<file path="config.mk">
export PLATFORM = sky130hd
export DESIGN_NAME = djkff_top
export DESIGN_NICKNAME = d
export VERILOG_FILES = /design/src/djkff_pkg.sv /design/src/djkff_edge.sv /design/src/djkff_top.sv
export SDC_FILE = /design/constraint.sdc
export NUM_CORES = 1
export LEC_CHECK = 0
export BUFFER_PORTS_ARGS = -buffer_cell sky130_fd_sc_hd__buf_4
export CORE_AREA = 8 8 45 47
export CTS_CLUSTER_DIAMETER = 60
export CTS_CLUSTER_SIZE = 16
export DETAILED_ROUTE_END_ITERATION = 6
export DIE_AREA = 0 0 53 55
export GPL_TIMING_DRIVEN = 0
export PLACE_DENSITY = 0.58
export SYNTH_ARGS = -nofsm -noshare
export SYNTH_HDL_FRONTEND = slang
export SYNTH_SLANG_ARGS = --single-unit
</file>
<file path="constraint.sdc">
create_clock -name clk -period 1.1 [get_ports clk]
set_input_delay 0.22 -clock clk [delete_from_list [all_inputs] [get_ports clk]]
set_output_delay 0.22 -clock clk [all_outputs]
set_load 0.02 [all_outputs]
</file>
<file path="src/djkff_pkg.sv">
/*
 * Constants shared by the dual steered flip-flop block: stage count,
 * reset levels and the encoding of the sampled steering pair.
 * Assumes a single 40 MHz system clock and synchronous pin inputs.
 */
package djkff_pkg;

	// ------------------------------------------------------------
	// structure
	// ------------------------------------------------------------
	localparam int DJKFF_NUM_STAGES = 2;

	// ------------------------------------------------------------
	// reset values
	// ------------------------------------------------------------
	localparam logic DJKFF_Q_RST = 1'h0;
	localparam logic DJKFF_QN_RST = 1'h1;
	localparam logic DJKFF_PIN_RST = 1'h0;

	// ------------------------------------------------------------
	// steering pair {set_steer, reset_steer_n}
	// ------------------------------------------------------------
	localparam logic [1:0] DJKFF_STEER_LOAD0 = 2'h0;
	localparam logic [1:0] DJKFF_STEER_HOLD = 2'h1;
	localparam logic [1:0] DJKFF_STEER_TOGGLE = 2'h2;
	localparam logic [1:0] DJKFF_STEER_LOAD1 = 2'h3;

endpackage

</file>
<file path="src/djkff_edge.sv">
/*
 * Rising-edge finder for the per-stage clock pins.
 * Assumes the pins are synchronous to clk, so no synchroniser is needed.
 */
`timescale 1ns/1ps
module djkff_edge
#(
	parameter int W = djkff_pkg::DJKFF_NUM_STAGES
)
(
	input wire logic clk,
	input wire logic resetn,
	input wire logic [W-1:0] pin,
	output logic [W-1:0] rise
);
	import djkff_pkg::*;

	logic [W-1:0] prev_r;

	// ------------------------------------------------------------
	// previous pin level
	// ------------------------------------------------------------
	// reset low so a pin already high at release is seen as an edge
	always_ff @(posedge clk or negedge resetn)
	begin
		if (!resetn)
			prev_r <= {W{DJKFF_PIN_RST}};
		else
			prev_r <= pin;
	end

	// edge is seen in the cycle the pin is first high
	assign rise = pin & ~prev_r;

endmodule // djkff_edge

</file>
<file path="src/djkff_top.sv">
/*
 * Dual steered flip-flop: per stage a stage clock pin, set-steer and
 * active-low reset-steer data, active-low set and clear overrides,
 * true and complement outputs, all outputs held in flip-flops.
 * Assumes every input is synchronous to clk; overrides therefore take
 * effect on the next clk edge rather than combinationally.
 */
`timescale 1ns/1ps
module djkff_top
#(
	parameter int N = djkff_pkg::DJKFF_NUM_STAGES
)
(
	input wire logic clk,
	input wire logic resetn,
	input wire logic [N-1:0] stage_clk,
	input wire logic [N-1:0] set_steer,
	input wire logic [N-1:0] reset_steer_n,
	input wire logic [N-1:0] async_set_n,
	input wire logic [N-1:0] async_reset_n,
	output logic [N-1:0] q,
	output logic [N-1:0] q_n
);
	import djkff_pkg::*;

	// ------------------------------------------------------------
	// helpers
	// ------------------------------------------------------------

	// next true level for a clocked update from the steering pair
	function automatic logic djkff_steer_next(input logic [1:0] pair, input logic cur);
		logic nxt;
		nxt = cur;
		case (pair)
			DJKFF_STEER_LOAD0: nxt = 1'h0;
			DJKFF_STEER_LOAD1: nxt = 1'h1;
			DJKFF_STEER_TOGGLE: nxt = ~cur;
			DJKFF_STEER_HOLD: nxt = cur;
			default: nxt = cur;
		endcase
		return nxt;
	endfunction

	// ------------------------------------------------------------
	// stage clock edges
	// ------------------------------------------------------------
	logic [N-1:0] stage_rise;

	// one shared finder; each bit belongs to its own stage
	djkff_edge #(
		.W(N)
	) u_edge (
		.clk(clk),
		.resetn(resetn),
		.pin(stage_clk),
		.rise(stage_rise)
	);

	// ------------------------------------------------------------
	// stages
	// ------------------------------------------------------------
	logic [N-1:0] q_r;
	logic [N-1:0] qn_r;
	logic [N-1:0] q_nxt;
	logic [N-1:0] qn_nxt;

	assign q = q_r;
	assign q_n = qn_r;

	genvar gi;
	generate
		// stages share nothing but the system clock and reset
		for (gi = 0; gi < N; gi++)
		begin : g_stage
			logic [1:0] pair;

			assign pair = {set_steer[gi], reset_steer_n[gi]};

			// override priority first, then the sampled steering pair
			always_comb
			begin
				q_nxt[gi] = q_r[gi];
				qn_nxt[gi] = qn_r[gi];
				if (!async_set_n[gi] && !async_reset_n[gi])
				begin
					// both overrides: both high, kept after a joint release until an edge or override
					q_nxt[gi] = 1'h1;
					qn_nxt[gi] = 1'h1;
				end
				else if (!async_set_n[gi])
				begin
					q_nxt[gi] = 1'h1;
					qn_nxt[gi] = 1'h0;
				end
				else if (!async_reset_n[gi])
				begin
					q_nxt[gi] = 1'h0;
					qn_nxt[gi] = 1'h1;
				end
				else if (stage_rise[gi])
				begin
					// pair is taken only at the edge, later changes ignored
					q_nxt[gi] = djkff_steer_next(pair, q_r[gi]);
					qn_nxt[gi] = ~djkff_steer_next(pair, q_r[gi]);
				end
			end

			// state register; without an edge or an override nothing moves
			always_ff @(posedge clk or negedge resetn)
			begin
				if (!resetn)
				begin
					q_r[gi] <= DJKFF_Q_RST;
					qn_r[gi] <= DJKFF_QN_RST;
				end
				else
				begin
					q_r[gi] <= q_nxt[gi];
					qn_r[gi] <= qn_nxt[gi];
				end
			end
		end
	endgenerate

	generate
		for (gi = 0; gi < N; gi++)
		begin : g_check
			logic quiet;

			// both overrides inactive
			assign quiet = async_set_n[gi] && async_reset_n[gi];

		end
	endgenerate
endmodule // djkff_top

</file>
==> impl_metrics.py, run 1 <==
metrics = {
    "clock_tree": {
        "cts_setup_buffers": 0,
        "clk_path_buf_depth": 2,
        "htreeDepth": 1,
        "cts_root_buffer": "clkbuf_4",
        "insertion_delay_ns": 0.24,
        "cts.sinks": 6,
        "cts_tree": "yes",
        "cts_buffers": 3,
        "clk_pin_slew_ns": 0.04,
    },
    "pwr": {
        "power_density_nw_per_um2": 1230,
        "ir_drop_uv": 360,
        "p_leak_nw": 0.217,
        "p_total_mw": 0.589,
    },
    "setup_path": {
        "startpoint_type": "register",
        "arrival_ns": 0.89,
        "slowest_stage": "dfstp_2",
        "worstPathCellList": "buf_6",
        "worstPathRequired_ns": 0.88,
        "slowest_delay_ns": 0.54,
        "critPathBufInv": 1,
        "path_max_fanout": 2,
        "cp-end-kind": "output port",
        "path_class": "register to output port",
        "crit_family": "flip-flops",
    },
    "floorplan": {
        "dieArea_um2": 2920,
        "coreArea_um2": 1380,
        "io_pins": 16,
        "die_x_um": 53,
        "start_util_pct": 22.2,
        "num_rows": 14,
        "fp.dieH_um": 55,
    },
    "status": {
        "status": "complete, but fails checks",
        "violations": "negative setup slack",
    },
    "sta": {
        "setup_viol": 2,
        "fmaxAchievable_ghz": 0.900,
        "skew_ns": 0.00305,
        "report.final.slew_viol_count": 0,
        "fin_ws_ns": -0.0106,
        "worst_slew_pin_slew_ns": 0.198,
        "maxSlewHeadroom_pct": 86.8,
        "rsz0062_at_grt": "true",
        "finalCritPeriodShare_pct": 101,
        "finalHoldViolCount": 0,
        "timing.hold.ws_ns": 0.110,
        "post-route-min-period_ns": 1.11,
    },
    "route": {
        "ant_nets": 0,
        "routed_wl_um": 792,
        "firstDrtPassIters": 1,
        "via_per_inst": 4.46,
        "drtIter0Drc": 0,
        "vias": 263,
        "post_drt_wl_per_cell_um": 13.4,
        "drc": 0,
    },
    "global_routing": {
        "grt_usage_pct": 6.43,
        "grt_pass1_vias": 318,
        "antenna_found_initial": 0,
        "grt_start_max_net_pins": 7,
        "overflow": 0,
        "grt_pass1_wl_um": 1320,
    },
    "synth": {
        "yosys-top-cells-area": "dfrtp_1 (33%), dfstp_2 (17%), mux2_4 (9.8%)",
        "synth_area_um2": 308,
        "syn-instance-count": 24,
        "yosysWarnings": 0,
        "syn_avg_cell_area_um2": 12.8,
        "synth_nets": 36,
        "synth_largest_area_cell": "dfrtp_1",
        "synth-seq-cells": 6,
        "ys_seq_area_share_pct": 49.6,
        "yosys.area.top_type_share_pct": 32.5,
        "synth_cell_types": 9,
    },
    "run": {
        "cap_violations": 0,
    },
    "place": {
        "dp_hpwl_um": 646,
        "portBuffers": 15,
        "routabilityCongestion": 0.755,
    },
    "layout": {
        "final_nets": 57,
        "area.growth.synth_to_final_pct": 56.1,
        "n_antenna_cell": 0,
        "drive_above_1_share_pct": 55.8,
    },
    "min_path": {
        "hold_path.class": "input port to register",
    },
}
[worst paths after layout]
check | from | endpoint | slack, ns | cells past startpoint
max in group asynchronous | resetn | q_n[0]$_DFFE_PN1P_ | 0.58 | 2
max reg2reg | q[0]$_DFFE_PN0P_ | q_n[0]$_DFFE_PN1P_ | 0.09 | 2
min | stage_clk[0] | u_edge.prev_r[0]$_DFF_PN0_ | 0.11 | 1
max | q_n[0]$_DFFE_PN1P_ | q_n[0] | -0.01 | 1
min reg2reg | q_n[1]$_DFFE_PN1P_ | q_n[1]$_DFFE_PN1P_ | 0.54 | 2
min in group asynchronous | resetn | q[1]$_DFFE_PN0P_ | 0.32 | 2
[metal layers]
layer / vias to the layer above / track usage [%] / share of wire (%)
li1: 130 / - / -
met3: 0 / 3.74 / 16
met5: - / 0 / 0
met4: 0 / 6.47 / 0
met1: 117 / 6.94 / 42
met2: 16 / 8.40 / 42
[flip-flops by register name, summed over array words and instances, names as in the netlist]
| signal | count |
|---|---|
| q_n | 2 |
| u_edge.prev_r | 2 |
| q | 2 |
[stage by stage]
step	util, %	cells	instance area [um^2]	setup TNS, ns	worst slack (ns)
2_1_floorplan	-	24	308	0	0.0373
3_3_place_gp	31.8	55	440	0	0.110
3_5_place_dp	31.8	55	440	0	0.0936
4_1_cts	34.7	59	480	-0.0394	-0.0219
5_1_grt	34.7	59	480	-0.0644	-0.0330
6_report	34.7	59	480	-0.0149	-0.0106
[cells by family after synthesis]
family / after synthesis / share of synthesized area [%]
flops: 6 / 49.6
compound gates: 4 / 15.4
mux: 4 / 16.3
simple gates: 10 / 18.7
[cell usage after synthesis, drive strengths merged]
cell	instances
mux2	2
mux2i	2
nand2	4
dfrtp	4
dfstp	2
nor2b	2
nand3b	4
o221ai	4
[cells in the final DEF, fill, tap and decap left out]
cell           instances
buf_4                 13
nand3b_1               4
nand2_1                4
dfrtp_1                4
clkbuf_4               3
mux2_4                 2
nor2b_1                2
o221ai_2               2
mux2i_1                2
o221ai_1               2
buf_6                  2
dfstp_2                2
dlygate4sd3_1          1
[power breakdown]
| group | internal [mW] | total [mW] | switching (mW) |
|---|---|---|---|
| clock network | 0.123 | 0.200 | 0.0771 |
| logic | 0.0767 | 0.132 | 0.0552 |
| registers | 0.242 | 0.257 | 0.0152 |
[cell type report]
class	instances	area, um^2
Clock buffer	3	22.5
Fill cell	146	903
Multi-Input combinational cell	18	155
Sequential cell	6	153
Tap cell	16	20.0
Timing Repair Buffer	16	130
[timing repair]
item                                    in CTS  in global routing
hold buffers                                 1                  0
pin swaps                                    0                  0
gates resized for setup                      2                  0
endpoints found under the setup margin       2                  2
endpoints found under the hold margin        6                  0
Power figures use the tool's default switching activity.
==> run 2, diff against run 1 <==
- clock period: 1.1 -> 1.05 ns (I/O delays scaled with it)
==> impl_metrics.py, run 2 (synthesis results as in run 1) <==
metrics = {
    "status": {
        "violations": "negative setup slack",
        "status": "complete, but fails checks",
    },
    "route": {
        "vias": 270,
        "via_per_inst": 4.50,
        "routed_wl_um": 756,
        "drc": 0,
        "drtIter0Drc": 1,
        "post_drt_wl_per_cell_um": 12.6,
        "firstDrtPassIters": 3,
        "ant_nets": 0,
    },
    "sta": {
        "maxSlewHeadroom_pct": 87.3,
        "setup_viol": 2,
        "fmaxAchievable_ghz": 0.906,
        "finalHoldViolCount": 0,
        "fin_tns_setup_ns": -0.0905,
        "skew_ns": 0.00330,
        "fin_ws_ns": -0.0537,
        "rsz0062_at_grt": "true",
        "timing.hold.ws_ns": 0.100,
        "report.final.slew_viol_count": 0,
        "worst_slew_pin_slew_ns": 0.191,
        "post-route-min-period_ns": 1.10,
        "finalCritPeriodShare_pct": 105,
    },
    "layout": {
        "n_antenna_cell": 0,
        "final_common_cell": "buf_4",
        "area.growth.synth_to_final_pct": 61.8,
        "design_area_um2": 498,
        "final_cells": 60,
        "layout_common_cells": "buf_4 (12), nand3b_1 (4), nand2_1 (4), buf_6 (4), clkbuf_4 (3)",
        "drive_above_1_share_pct": 61.4,
        "final_nets": 58,
    },
    "setup_path": {
        "arrival_ns": 0.89,
        "slowest_delay_ns": 0.54,
        "crit_family": "flip-flops",
        "startpoint_type": "register",
        "worstPathCellList": "buf_6",
        "worstPathRequired_ns": 0.84,
        "path_max_fanout": 2,
        "slowest_stage": "dfstp_2",
        "cp-end-kind": "output port",
        "critPathBufInv": 1,
        "path_class": "register to output port",
    },
    "global_routing": {
        "grt_pass1_vias": 296,
        "grt_usage_pct": 5.93,
        "overflow": 0,
        "grt_start_max_net_pins": 7,
        "antenna_found_initial": 0,
        "grt_pass1_wl_um": 1190,
    },
    "clock_tree": {
        "cts_buffers": 3,
        "htreeDepth": 1,
        "cts_root_buffer": "clkbuf_4",
        "clk_path_buf_depth": 2,
        "insertion_delay_ns": 0.24,
        "cts.sinks": 6,
        "clk_pin_slew_ns": 0.04,
        "cts_tree": "yes",
    },
    "floorplan": {
        "io_pins": 16,
        "die_x_um": 53,
        "coreArea_um2": 1380,
        "start_util_pct": 22.2,
        "fp.dieH_um": 55,
        "num_rows": 14,
        "dieArea_um2": 2920,
    },
    "place": {
        "routabilityCongestion": 0.697,
        "dpl_cell_area_um2": 443,
        "dp_hpwl_um": 650,
        "portBuffers": 15,
        "dp.cells": 55,
        "place_ws_ns": 0.0595,
    },
    "min_path": {
        "hold_path.class": "input port to register",
    },
    "pwr": {
        "p_leak_nw": 0.222,
        "ir_drop_uv": 487,
        "power_density_nw_per_um2": 1250,
    },
    "run": {
        "cap_violations": 0,
    },
}
-- run 2: cell count changes in the layout (fill, tap and decap cells not counted) --
cell     change
buf_4        -1
dfrtp_2      +2
buf_6        +2
dfrtp_1      -2
-- run 2: path summary, 6_finish.rpt --
path	start	end	slack, ns	cells past startpoint
max	q_n[0]$_DFFE_PN1P_	q_n[0]	-0.05	1
min in group asynchronous	resetn	u_edge.prev_r[0]$_DFF_PN0_	0.31	2
max reg2reg	q[1]$_DFFE_PN0P_	q_n[1]$_DFFE_PN1P_	0.06	2
min	stage_clk[0]	u_edge.prev_r[0]$_DFF_PN0_	0.10	1
max in group asynchronous	resetn	q_n[1]$_DFFE_PN1P_	0.53	2
min reg2reg	q_n[1]$_DFFE_PN1P_	q_n[1]$_DFFE_PN1P_	0.54	2
-- run 2: per-layer routing --
layer | global-route usage [%] | share of wire, % | up-vias
met5 | 0 | 0 | -
met4 | 5.17 | 0 | 0
met3 | 5.61 | 19 | 0
met2 | 7.42 | 39 | 16
met1 | 5.70 | 41 | 121
li1 | - | - | 133
-- run 2: final cells by class --
cell class | count | area, um^2
clock buffer | 3 | 22.5
fill | 151 | 886
tap | 16 | 20.0
multi-input combinational | 18 | 155
timing repair buffer | 17 | 145
sequential | 6 | 155
-- run 2: power breakdown --
group	switching (mW)	internal, mW
Combinational	0.0590	0.0879
Sequential	0.0164	0.255
Clock	0.0756	0.129
Total	0.151	0.471
-- run 2: through the flow --
stage	utilization (%)	power (mW)
6_report	36.0	0.622
5_1_grt	36.0	0.664
4_1_cts	35.4	0.634
3_5_place_dp	32.0	0.407
3_3_place_gp	32.0	0.405
2_1_floorplan	-	0.333
-- run 2: repair_timing --
action | CTS | global route
hold endpoints to repair | 6 | 0
endpoints found under the setup margin | 3 | 4
gates resized for setup | 2 | 2
hold buffers | 1 | 0
buffers inserted | 1 | 0
